[src/hdl/pllcs_pkg.sv]
// Package of constants and types for the clock source select block
`default_nettype none
package pllcs_pkg;
    // Selected source is divided by this ratio to form one instruction cycle
    localparam int unsigned DIV_RATIO = 2;
    // One instruction cycle holds two source periods, so four source edges
    localparam int unsigned PHASE_COUNT = 2 * DIV_RATIO;
    localparam int unsigned PHASE_W = $clog2(PHASE_COUNT);
    localparam logic RST_PLL_POWER = 1'b0;
    localparam logic RST_PLL_REF = 1'b0;
    localparam logic RST_CYCLE_START = 1'b0;
    localparam logic RST_EDGE_PREV = 1'b0;

    typedef enum logic [1:0] {
        PLLCS_PH0 = 2'b00,
        PLLCS_PH1 = 2'b01,
        PLLCS_PH2 = 2'b10,
        PLLCS_PH3 = 2'b11
    } pllcs_phase_t;
endpackage
`default_nettype wire

[src/hdl/pllcs_src_if.sv]
// Interface carrying the selected clock source level and its edge strobe
`default_nettype none
interface pllcs_src_if;
    logic src_level;
    logic src_edge;

    modport detect (
        input  src_level,
        output src_edge
    );
    modport use_src (
        output src_level,
        input  src_edge
    );
endinterface
`default_nettype wire

[src/hdl/pllcs_edge_det.sv]
// Edge detector that turns the selected source level into one-cycle strobes
`default_nettype none
module pllcs_edge_det (
    input  wire logic   ref_clk,
    input  wire logic   rst_n,
    pllcs_src_if.detect src
);
    logic prev;
    logic next_prev;

    always_comb begin
        if (!rst_n) begin
            next_prev = pllcs_pkg::RST_EDGE_PREV;
        end else begin
            next_prev = src.src_level;
        end
    end

    always_ff @(posedge ref_clk) begin
        prev <= next_prev;
    end

    // Both edges count: each half period of the source is one phase
    // A source already high at release reads as one edge, so the first phase may be skipped
    assign src.src_edge = rst_n && (src.src_level != prev);
endmodule
`default_nettype wire

[src/hdl/pllcs_top.sv]
// Clock source selection and four-phase instruction cycle sequencer
`default_nettype none
module pllcs_top (
    input  wire logic        ref_clk,
    input  wire logic        rst_n,
    input  wire logic        ext_clock_in,
    input  wire logic        pll_init_strap,
    input  wire logic        pll_osc_in,
    output logic             pll_enable_bit,
    output logic             pll_power_en,
    output logic             pll_ref_out,
    output logic [1:0]       core_phase,
    output logic             cycle_start
);
    pllcs_src_if src_bus ();

    pllcs_pkg::pllcs_phase_t phase;
    pllcs_pkg::pllcs_phase_t next_phase;
    logic                    next_enable;
    logic                    next_power;
    logic                    next_ref;
    logic                    next_cycle_start;
    // Source edges since the last cycle start; read only by the checks below
    logic [2:0]              edge_tally;
    logic [2:0]              next_edge_tally;

    // Strap is taken on every reset edge, so the last edge before release wins
    always_comb begin
        if (!rst_n) begin
            next_enable = pll_init_strap;
        end else begin
            next_enable = pll_enable_bit;
        end
    end

    always_ff @(posedge ref_clk) begin
        pll_enable_bit <= next_enable;
    end

    // The PLL analog loop sits outside; it multiplies the routed reference
    always_comb begin
        if (!rst_n) begin
            next_power = pllcs_pkg::RST_PLL_POWER;
            next_ref = pllcs_pkg::RST_PLL_REF;
        end else begin
            next_power = pll_enable_bit;
            next_ref = pll_enable_bit && ext_clock_in;
        end
    end

    always_ff @(posedge ref_clk) begin
        pll_power_en <= next_power;
        pll_ref_out <= next_ref;
    end

    // Choosing the source picks which level feeds the edge detector
    assign src_bus.src_level = pll_enable_bit ? pll_osc_in : ext_clock_in;

    pllcs_edge_det u_edge (
        .ref_clk (ref_clk),
        .rst_n   (rst_n),
        .src     (src_bus.detect)
    );

    // Successor of a phase; the wrap back to the first phase marks a new cycle
    function automatic pllcs_pkg::pllcs_phase_t phase_after(
        input pllcs_pkg::pllcs_phase_t cur
    );
        pllcs_pkg::pllcs_phase_t nxt;
        case (cur)
            pllcs_pkg::PLLCS_PH0: nxt = pllcs_pkg::PLLCS_PH1;
            pllcs_pkg::PLLCS_PH1: nxt = pllcs_pkg::PLLCS_PH2;
            pllcs_pkg::PLLCS_PH2: nxt = pllcs_pkg::PLLCS_PH3;
            pllcs_pkg::PLLCS_PH3: nxt = pllcs_pkg::PLLCS_PH0;
            default: nxt = pllcs_pkg::PLLCS_PH0;
        endcase
        return nxt;
    endfunction

    // Each source edge is one phase: four phases span two source periods
    always_comb begin
        next_phase = phase;
        next_cycle_start = 1'b0;
        if (src_bus.src_edge) begin
            next_phase = phase_after(phase);
            next_cycle_start = (phase_after(phase) == pllcs_pkg::PLLCS_PH0);
        end
        if (!rst_n) begin
            next_phase = pllcs_pkg::PLLCS_PH0;
            next_cycle_start = pllcs_pkg::RST_CYCLE_START;
        end
    end

    always_ff @(posedge ref_clk) begin
        phase <= next_phase;
        cycle_start <= next_cycle_start;
    end

    // Saturates, so a missed wrap shows as a bound failure rather than a silent roll-over
    always_comb begin
        next_edge_tally = cycle_start ? 3'h0 : edge_tally;
        if (src_bus.src_edge && next_edge_tally != 3'h7) begin
            next_edge_tally = 3'(next_edge_tally + 3'h1);
        end
        if (!rst_n) begin
            next_edge_tally = 3'h0;
        end
    end

    always_ff @(posedge ref_clk) begin
        edge_tally <= next_edge_tally;
    end

    // Phase goes only to the core; no lock flag or clock pin exists
    assign core_phase = phase;

    strap_copy_a: assert property (@(posedge ref_clk)
        !rst_n |=> pll_enable_bit == $past(pll_init_strap))
        else $error("enable bit did not take strap during reset");

    strap_ignore_a: assert property (@(posedge ref_clk) disable iff (!rst_n)
        $past(rst_n) |-> $stable(pll_enable_bit))
        else $error("enable bit changed after reset release");

    pll_source_a: assert property (@(posedge ref_clk) disable iff (!rst_n)
        pll_enable_bit && $changed(pll_osc_in) && $past(rst_n)
            |=> core_phase == 2'($past(core_phase) + 2'h1))
        else $error("PLL edge did not advance phase");

    ext_source_a: assert property (@(posedge ref_clk) disable iff (!rst_n)
        !pll_enable_bit && $changed(ext_clock_in) && $past(rst_n)
            |=> core_phase == 2'($past(core_phase) + 2'h1))
        else $error("external edge did not advance phase");

    pll_off_a: assert property (@(posedge ref_clk) disable iff (!rst_n)
        !pll_enable_bit && $past(rst_n) |=> !pll_power_en && !pll_ref_out)
        else $error("PLL not held off while disabled");

    ref_route_a: assert property (@(posedge ref_clk) disable iff (!rst_n)
        pll_enable_bit |=> pll_power_en && pll_ref_out == $past(ext_clock_in))
        else $error("external clock not routed to PLL");

    phase_hold_a: assert property (@(posedge ref_clk) disable iff (!rst_n)
        !src_bus.src_edge |=> $stable(core_phase))
        else $error("phase moved without a source edge");

    cycle_wrap_a: assert property (@(posedge ref_clk) disable iff (!rst_n)
        src_bus.src_edge && core_phase == 2'h3
            |=> cycle_start && core_phase == 2'h0 ##1 !cycle_start)
        else $error("instruction cycle wrap wrong");

    phase_clear_a: assert property (@(posedge ref_clk)
        !rst_n |=> core_phase == 2'h0 && !cycle_start)
        else $error("phase not cleared by reset");

    phase_step_a: assert property (@(posedge ref_clk) disable iff (!rst_n)
        src_bus.src_edge
            |=> core_phase == 2'($past(core_phase) + 2'h1))
        else $error("source edge did not advance phase");

    // The unselected source may toggle freely; only the chosen one moves the phase
    ext_ignored_a: assert property (@(posedge ref_clk) disable iff (!rst_n)
        pll_enable_bit && !$changed(pll_osc_in) && $past(rst_n)
            |=> $stable(core_phase))
        else $error("phase moved on an unselected external edge");

    osc_ignored_a: assert property (@(posedge ref_clk) disable iff (!rst_n)
        !pll_enable_bit && !$changed(ext_clock_in) && $past(rst_n)
            |=> $stable(core_phase))
        else $error("phase moved on an unselected oscillator edge");

    power_follow_a: assert property (@(posedge ref_clk) disable iff (!rst_n)
        $past(rst_n)
            |-> pll_power_en == $past(pll_enable_bit))
        else $error("PLL power does not follow the enable bit");

    // Strap changes after release must never reach the PLL controls
    power_steady_a: assert property (@(posedge ref_clk) disable iff (!rst_n)
        $past(rst_n) && $past(rst_n, 2)
            |-> $stable(pll_power_en))
        else $error("PLL power changed after reset release");

    ctl_reset_a: assert property (@(posedge ref_clk)
        !rst_n |=> !pll_power_en && !pll_ref_out)
        else $error("PLL controls not cleared by reset");

    start_phase_a: assert property (@(posedge ref_clk) disable iff (!rst_n)
        cycle_start |-> core_phase == 2'h0)
        else $error("cycle start outside the first phase");

    single_start_a: assert property (@(posedge ref_clk) disable iff (!rst_n)
        cycle_start |=> !cycle_start)
        else $error("cycle start longer than one cycle");

    start_cause_a: assert property (@(posedge ref_clk) disable iff (!rst_n)
        cycle_start
            |-> $past(src_bus.src_edge) && $past(core_phase) == 2'h3)
        else $error("cycle start without a wrapping source edge");

    cycle_length_a: assert property (@(posedge ref_clk) disable iff (!rst_n)
        cycle_start
            |-> edge_tally == 3'(pllcs_pkg::PHASE_COUNT))
        else $error("instruction cycle not four source edges long");

    tally_bound_a: assert property (@(posedge ref_clk) disable iff (!rst_n)
        edge_tally <= 3'(pllcs_pkg::PHASE_COUNT))
        else $error("more than four source edges without a cycle start");

    ref_gate_a: assert property (@(posedge ref_clk) disable iff (!rst_n)
        pll_ref_out |-> pll_power_en)
        else $error("reference driven while PLL powered down");
endmodule
`default_nettype wire
[config.mk]
export PLATFORM = sky130hd
export DESIGN_NAME = pllcs_top
export DESIGN_NICKNAME = d
export VERILOG_FILES = /design/src/hdl/pllcs_pkg.sv /design/src/hdl/pllcs_src_if.sv /design/src/hdl/pllcs_edge_det.sv /design/src/hdl/pllcs_top.sv
export SDC_FILE = /design/constraint.sdc
export NUM_CORES = 1
export LEC_CHECK = 0
export ABC_AREA = 0
export ABC_CLOCK_PERIOD_IN_PS = 1200
export BUFFER_PORTS_ARGS = -buffer_cell sky130_fd_sc_hd__buf_2
export CAP_MARGIN = 20
export CORE_AREA = 2 2 39 41
export DETAILED_ROUTE_END_ITERATION = 7
export DIE_AREA = 0 0 41 43
export GPL_TIMING_DRIVEN = 1
export PLACE_DENSITY = 0.55
export SYNTH_ARGS = -nofsm -noshare
export SYNTH_HDL_FRONTEND = slang
export SYNTH_SLANG_ARGS = --single-unit
[constraint.sdc]
create_clock -name ref_clk -period 1.2 [get_ports ref_clk]
set_input_delay 0.12 -clock ref_clk [delete_from_list [all_inputs] [get_ports ref_clk]]
set_output_delay 0.12 -clock ref_clk [all_outputs]
set_load 0.01 [all_outputs]
==> Yosys cells after proc, flatten, opt, wreduce, memory -nomap -nowiden <==
Cells that the tools add are included.
{ "word_totals": {"register_bits": 7, "latchBits": 0, "mem_bits_rw": 0, "mem_bits_ro": 0, "out_inout_bits": 6, "wordCells": 18, "memories": 0} }
{ "op_classes": {"addsub": 0, "n_mul": 0, "n_div": 0, "magnitude_cmp": 0, "eq_ne": 4, "shifts": 0, "muxes": 3, "n_bitwise": 0, "reduce_logical": 5} }
{ "op_table": {"columns": ["cell", "count"], "rows": [
  ["$pmux 2 s4", 1],
  ["$eq 2x2->1 const B", 2],
  ["$logic_not 2->1", 2],
  ["$eq 2x1->1 const B", 1],
  ["$logic_and 1x1->1", 2],
  ["$mux 2", 1],
  ["$reduce_and 2->1", 1],
  ["$mux 1", 1],
  ["$ne 1x1->1", 1]
]} }

==> Longest topological paths before layout <==
Gate-level depths: netlist of run 1.
{ "depth": {"depth_word": 5, "depth_mapped": 5} }

==> Cells and area by module <==
A second synthesis of run 1 with hierarchy kept.
{ "unflattened": {"hier_cells": 25, "hier_area_um2": 284.0} }
{ "modules_own_cells": {"columns": ["mod", "n_inst", "cells_each", "area_each_um2", "seq_area_each_um2"], "rows": [
  ["pllcs_top", 1, 21, 241.5, 130.1],
  ["pllcs_edge_det", 1, 4, 42.5, 20.0]
]} }

==> Worst setup path after synthesis of run 1 <==
OpenSTA, ideal clock, no wires.
{ "synth_timing": {"path_type": "register to register", "from": "register pll_enable_bit", "to": "register phase[0] (netlist: core_phase[0])", "setup_ns": 0.062, "arrival_time_ns": 1.239, "path_slack_ns": -0.101, "stages_incl_launch_ff": 4, "path_buffers": 0, "synth_period_minus_slack_ns": 1.301, "path_cell_list": "edfxtp_1 -> mux2i_2 -> mux2_1 -> nand3_1"} }
{ "synth_via": {"elab_chain_cells": 3} }
{ "synth_rtl": {"columns": ["element", "line", "source"], "rows": [
  ["start: declaration", "pllcs_top.sv:9", "output logic pll_enable_bit,"],
  ["start signal: assignment", "pllcs_top.sv:37", "pll_enable_bit <= next_enable;"],
  ["$mux 1", "pllcs_top.sv:57", "assign src_bus.src_level = pll_enable_bit ? pll_osc_in : ext_clock_in;"],
  ["$ne 1x1->1", "pllcs_edge_det.sv:25", "assign src.src_edge = rst_n && (src.src_level != prev);"],
  ["$logic_and 1x1->1", "pllcs_edge_det.sv:25", null],
  ["end signal: assignment", "pllcs_top.sv:95", "phase <= next_phase;"],
  ["end: declaration", "pllcs_top.sv:17", "pllcs_pkg::pllcs_phase_t phase;"]
]} }
Every way passes these cells.
A chain may end at the register's enable or synchronous reset.

==> Final worst setup path of run 1 <==
Ends and elaborated chain as after synthesis.

==> run_results.csv, run 1 <==
group,metric,value,unit
sta,rsz0062_at_grt,"true",
clock_tree,cts_setup_buffers,0,
cells_and_area,n_antenna_cell,0,
worst_setup_path,cp.arrival,1390,ps
yosys,yosysTopAreaCellShare,35.0,%
detailed_routing,met2_length,277,um
power,leakagePower,0.231,nW
clock_tree,clock_latency,250,ps
yosys,synth.avg_cell_area,10.1,um2
yosys,mappedNetlistNets,42,
worst_setup_path,start_kind,"flip-flop",
detailed_routing,drc,0,
cells_and_area,layout-drive-gt1-share,45.1,%
sta,slew_viol_final,0,
cells_and_area,final_util,34.7,%
worst_setup_path,r2r_start,"pll_enable_bit$_DFFE_PN_",
global_routing,grt_max_degree,10,
sta,setup_violations,0,
yosys,yosysSeqAreaShare,43.8,%
floorplan,die_h,43,um
detailed_routing,postRouteAntennaNets,0,
placed_design,placed_cell_area,454,um2
yosys,synth_cell_types,21,
detailed_routing,wl_met3,75,um
floorplan,dieWidth,41,um
detailed_routing,dr_total_vias,288,
clock_tree,htreeDepth,1,
yosys,yosysWarningCount,0,
clock_tree,cts_buffers,3,
power,p_sw_share,27.1,%
clock_tree,ctsHoldBuffers,0,
cells_and_area,instances_no_fill,67,
global_routing,grt_pass1_wl,1080,um
worst_setup_path,crit_path_start,"pll_enable_bit$_DFFE_PN_",
sta,period_needed,1200,ps
global_routing,grt_pass1_vias,278,
power,power_frac_seq,42.9,%
detailed_routing,dr.pass1.iters,2,
sta,clock_skew,1.55,ps
detailed_routing,met1_length,289,um
cells_and_area,syn_to_final_growth,40.1,%
hold_path,hp-class,"in2reg",
worst_setup_path,r2r_end,"core_phase[0]$_SDFFE_PN0P_",
clock_tree,cts_tree,"built",
worst_setup_path,end_kind,"flip-flop",
floorplan,placementRows,14,
power,p_per_area,1350,nW/um2
power,clkPwrFrac,32.2,%
yosys,synth.most_common_cell,"dfxtp_1",
global_routing,overflow,0,
worst_setup_path,reg2reg_slack,4,ps
power,switchingPower,176,uW
yosys,synth_top_area_cell,"dfxtp_1",
yosys,synth_edf_count,1,
floorplan,core-area,1380,um2
placed_design,portBuffers,10,
placed_design,placed_cells,63,
clock_tree,clock_path_buffers,2,
floorplan,io_pins,11,
sta,finalSetupTns,0,ps
detailed_routing,drt_iter0_markers,4,
sta,finalHoldViolations,0,
yosys,synth_ff_type,"dfxtp_1",
power,ir_worst_vdd,823,uV
yosys,yosys-top-cells-count,"dfxtp_1 (6), ha_1 (3), inv_1 (3), nand3_1 (3)",
placed_design,gp_congestion,0.633,
clock_tree,cts-root-buf,"clkbuf_4",
status,outcome,"complete, no violations",
yosys,async_flop_share,0,%
clock_tree,clkSinkCount,7,
yosys,synth_area,343,um2
power,intPower,474,uW
cells_and_area,fin_nets,60,
hold_path,min_from,"pll_init_strap",
yosys,synthCells,34,
power,p_comb_share,24.9,%
hold_path,hold_path_depth,1,
yosys,ys_ff_latch,7,
sta,slew_headroom,82.7,%
floorplan,initial_utilization,24.8,%
clock_tree,path_clk_slew,50,ps
global_routing,antenna_found_initial,0,
sta,finalCritPeriodShare,99.7,%
floorplan,die_area,1760,um2
worst_setup_path,reg2regPathDepth,3,
detailed_routing,via_per_inst,4.30,
global_routing,grt_util_all_layers,9.44,%
sta,fmax,0.836,GHz
worst_setup_path,crit_type,"reg2reg",
cells_and_area,finalInstanceArea,480,um2
worst_setup_path,cp_max_fo,5,
job,cap_violations,0,
detailed_routing,wl,641,um
worst_setup_path,worstPathRequired,1390,ps
detailed_routing,wl_per_cell,9.57,um
sta,tightest_slew,259,ps
yosys,synth_area_leaders,"dfxtp_1 (35%), ha_1 (11%), edfxtp_1 (8.8%)",
clock_tree,post_cts_resized,0,
hold_path,hold_end,"pll_enable_bit$_DFFE_PN_",
detailed_routing,dr.max_layer_used,"met3",
==> sequential cells by signal (all words and copies together), names as in the netlist <==
register and count:
pll_enable_bit 1, pll_ref_out 1, pll_power_en 1, cycle_start 1, core_phase 2, u_edge.prev 1
==> metrics by stage <==
stage / worst slack [ps] / total power [mW] / hold slack (ps)
detailed placement: 5.14 / 0.446 / 306
global route: -60.7 / 0.707 / 35.4
floorplan: -61.2 / 0.376 / 219
global placement: 23.6 / 0.444 / 305
finish: 4.05 / 0.650 / 50.9
CTS: -6.61 / 0.663 / 44.4
==> cell usage in the layout (no fill, tap or decap) <==
cell / count
nand4_1: 1
a211o_1: 1
or4_1: 1
mux2_4: 1
dfxtp_1: 6
nand3_1: 3
nand3b_1: 1
nor2_1: 2
inv_1: 2
buf_2: 10
buf_4: 5
and2_2: 1
nand2_1: 1
mux2i_4: 1
xnor2_1: 1
nand4b_1: 2
ha_1: 3
edfxtp_1: 1
and3_1: 1
clkbuf_4: 3
clkbuf_1: 1
inv_2: 1
and3_2: 1
nand2b_1: 1
==> power groups by stage <==
stage	clock network (mW)	logic, mW	registers [mW]
floorplan	0	0.0835	0.293
global placement	0	0.162	0.282
global route	0.236	0.189	0.282
CTS	0.221	0.164	0.278
finish	0.209	0.162	0.279
detailed placement	0	0.164	0.283
==> worst max-delay path: stages (launching register included) <==
cell      delay [ps]
edfxtp_1         430
mux2i_4          240
or4_1            400
nand3_1           70
==> logic make-up after synthesis <==
family,share of synthesized area [%]
simple gates,27.0
xor+xnor,2.56
fa+ha+maj,11.0
mux,7.30
buf+inv,5.84
compound gates,2.56
flops,43.8
==> cell type report <==
type	instances	area [um2]
sequential	7	150
clock buffer	4	26.3
multi-input combinational	22	185
tap	16	20.0
fill	140	903
timing repair buffer	15	87.6
inverter	3	11.3
==> worst max-delay path by stage <==
| stage | to | slack, ps | cells after the start |
|---|---|---|---|
| 3_5_place_dp | core_phase[0]$_SDFFE_PN0P_ | 5 | 3 |
| 5_1_grt | core_phase[0]$_SDFFE_PN0P_ | -60 | 3 |
| 6_report | core_phase[0]$_SDFFE_PN0P_ | 4 | 3 |
| 3_3_place_gp | core_phase[0]$_SDFFE_PN0P_ | 20 | 3 |
| 4_1_cts | core_phase[0]$_SDFFE_PN0P_ | -7 | 3 |
| 2_1_floorplan | core_phase[0]$_SDFFE_PN0P_ | -60 | 3 |
==> metal layers <==
layer | track usage, % | up-vias
li1 | - | 151
met1 | 10.3 | 124
met2 | 13.8 | 13
met3 | 7.85 | 0
met4 | 2.00 | 0
met5 | 0 | -
Note: power is estimated with default switching activity, not from simulation.
==> run 2, diff against run 1 <==
CTS_BUF_LIST = sky130_fd_sc_hd__clkbuf_4   (was unset)
==> run 2 against run 1 <==
  * Sequential share of layout area shrank 0.24 points
  * Combinational power about the same
  * Worst hold slack barely moved
  * Critical endpoint unchanged
==> run_results.csv, run 2 (synthesis results as in run 1) <==
group,metric,value,unit
global_routing,overflow,0,
placed_design,portBuffers,10,
power,switchingPower,176,uW
worst_setup_path,worstPathRequired,1390,ps
detailed_routing,via_per_inst,4.30,
cells_and_area,nFillCells,138,
detailed_routing,wl_per_cell,9.58,um
power,leakagePower,0.235,nW
floorplan,io_pins,11,
worst_setup_path,start_kind,"flip-flop",
worst_setup_path,reg2reg_slack,4,ps
global_routing,antenna_found_initial,0,
power,power_frac_seq,41.4,%
power,ir_worst_vdd,913,uV
global_routing,grt_max_degree,10,
sta,slew_headroom,82.7,%
sta,fmax,0.836,GHz
clock_tree,path_clk_slew,50,ps
sta,tightest_slew,259,ps
cells_and_area,mostFrequentLayoutCells,"buf_2 (10), dfxtp_1 (6), buf_4 (5), clkbuf_4 (4)",
placed_design,placed_cells,63,
detailed_routing,dr.pass1.iters,2,
cells_and_area,largest_reg_flops,2,
sta,setup_violations,0,
clock_tree,htreeDepth,1,
cells_and_area,syn_to_final_growth,41.2,%
clock_tree,cts_setup_buffers,0,
clock_tree,clock_path_buffers,2,
detailed_routing,drc,0,
cells_and_area,n_antenna_cell,0,
worst_setup_path,cp.arrival,1390,ps
power,p_sw_share,26.2,%
job,cap_violations,0,
floorplan,placementRows,14,
floorplan,core-area,1380,um2
sta,clock_skew,1.25,ps
global_routing,grt_util_all_layers,9.54,%
cells_and_area,fin_nets,60,
clock_tree,cts-root-buf,"clkbuf_4",
sta,finalHoldViolations,0,
cells_and_area,layout-drive-gt1-share,47.1,%
detailed_routing,dr_total_vias,288,
clock_tree,clock_latency,250,ps
detailed_routing,wl,642,um
global_routing,grt_pass1_wl,1090,um
clock_tree,cts_buffers,3,
sta,finalCritPeriodShare,99.7,%
floorplan,initial_utilization,24.8,%
sta,holdWs,50.5,ps
worst_setup_path,cp_max_fo,5,
floorplan,die_h,43,um
sta,rsz0062_at_grt,"true",
power,clkPwrFrac,34.6,%
floorplan,dieWidth,41,um
detailed_routing,postRouteAntennaNets,0,
floorplan,die_area,1760,um2
sta,period_needed,1200,ps
placed_design,gp_congestion,0.633,
worst_setup_path,end_kind,"flip-flop",
clock_tree,cts_tree,"built",
detailed_routing,drt_iter0_markers,4,
status,outcome,"complete, no violations",
clock_tree,clkSinkCount,7,
cells_and_area,instances_no_fill,67,
global_routing,grt_pass1_vias,277,
power,p_comb_share,24.0,%
sta,slew_viol_final,0,
cells_and_area,final_common_cell,"buf_2",
hold_path,hp-class,"in2reg",
worst_setup_path,crit_type,"reg2reg",
power,intPower,496,uW
power,p_per_area,1390,nW/um2
run 2: cell counts in the layout (fill, tap and decap cells not counted):
Identical to the previous run, type by type.
run 2: what timing repair did:
item / CTS / global route
hold buffers: 0 / 0
pin swaps: 0 / 0
setup endpoints to repair: 1 / 2
gates resized for setup: 0 / 1
run 2: cell type report:
class | count | area, um2 | area share [%]
clock buffer | 4 | 30.0 | 6.20
inverter | 3 | 11.3 | 2.33
multi-input combinational | 22 | 185 | 38.2
sequential | 7 | 150 | 31.0
tap | 16 | 20.0 | 4.13
timing repair buffer | 15 | 87.6 | 18.1
run 2: routing by layer:
layer | part of all wire, % | up-vias | GRT usage (%)
met5 | 0 | - | 0
met4 | 0 | 0 | 2.00
met3 | 12 | 0 | 7.85
met2 | 43 | 13 | 13.8
met1 | 45 | 124 | 10.6
li1 | - | 151 | -
run 2: metrics by stage:
step / area (um2) / power (mW) / TNS (ps) / worst slack (ps) / utilization (%)
6_report: 484 / 0.673 / 0 / 3.63 / 35.0
5_1_grt: 484 / 0.733 / -79.7 / -64.5 / 35.0
4_1_cts: 484 / 0.686 / -7.34 / -7.34 / 35.0
2_1_floorplan: 355 / 0.376 / -61.2 / -61.2 / -
3_3_place_gp: 454 / 0.444 / 0 / 23.6 / 32.8
3_5_place_dp: 454 / 0.446 / 0 / 5.14 / 32.8
run 2: final timing paths:
path / from / endpoint / depth (start not counted)
worst max-delay path: pll_enable_bit$_DFFE_PN_ / core_phase[0]$_SDFFE_PN0P_ / 3
worst max register to register: pll_enable_bit$_DFFE_PN_ / core_phase[0]$_SDFFE_PN0P_ / 3
worst min register to register: u_edge.prev$_SDFF_PN0_ / core_phase[1]$_SDFFE_PN0P_ / 2
worst min-delay path: pll_init_strap / pll_enable_bit$_DFFE_PN_ / 1
run 2: worst max-delay path, cell delays in order (launching register included):
cell and delay [ps]:
edfxtp_1 430, mux2i_4 240, or4_1 400, nand3_1 70
run 2: power by group through the flow:
| stage | sequential, mW | clock, mW | combinational [mW] |
|---|---|---|---|
| 2_1_floorplan | 0.293 | 0 | 0.0835 |
| 3_3_place_gp | 0.282 | 0 | 0.162 |
| 3_5_place_dp | 0.283 | 0 | 0.164 |
| 4_1_cts | 0.278 | 0.244 | 0.164 |
| 5_1_grt | 0.282 | 0.262 | 0.189 |
| 6_report | 0.278 | 0.232 | 0.162 |
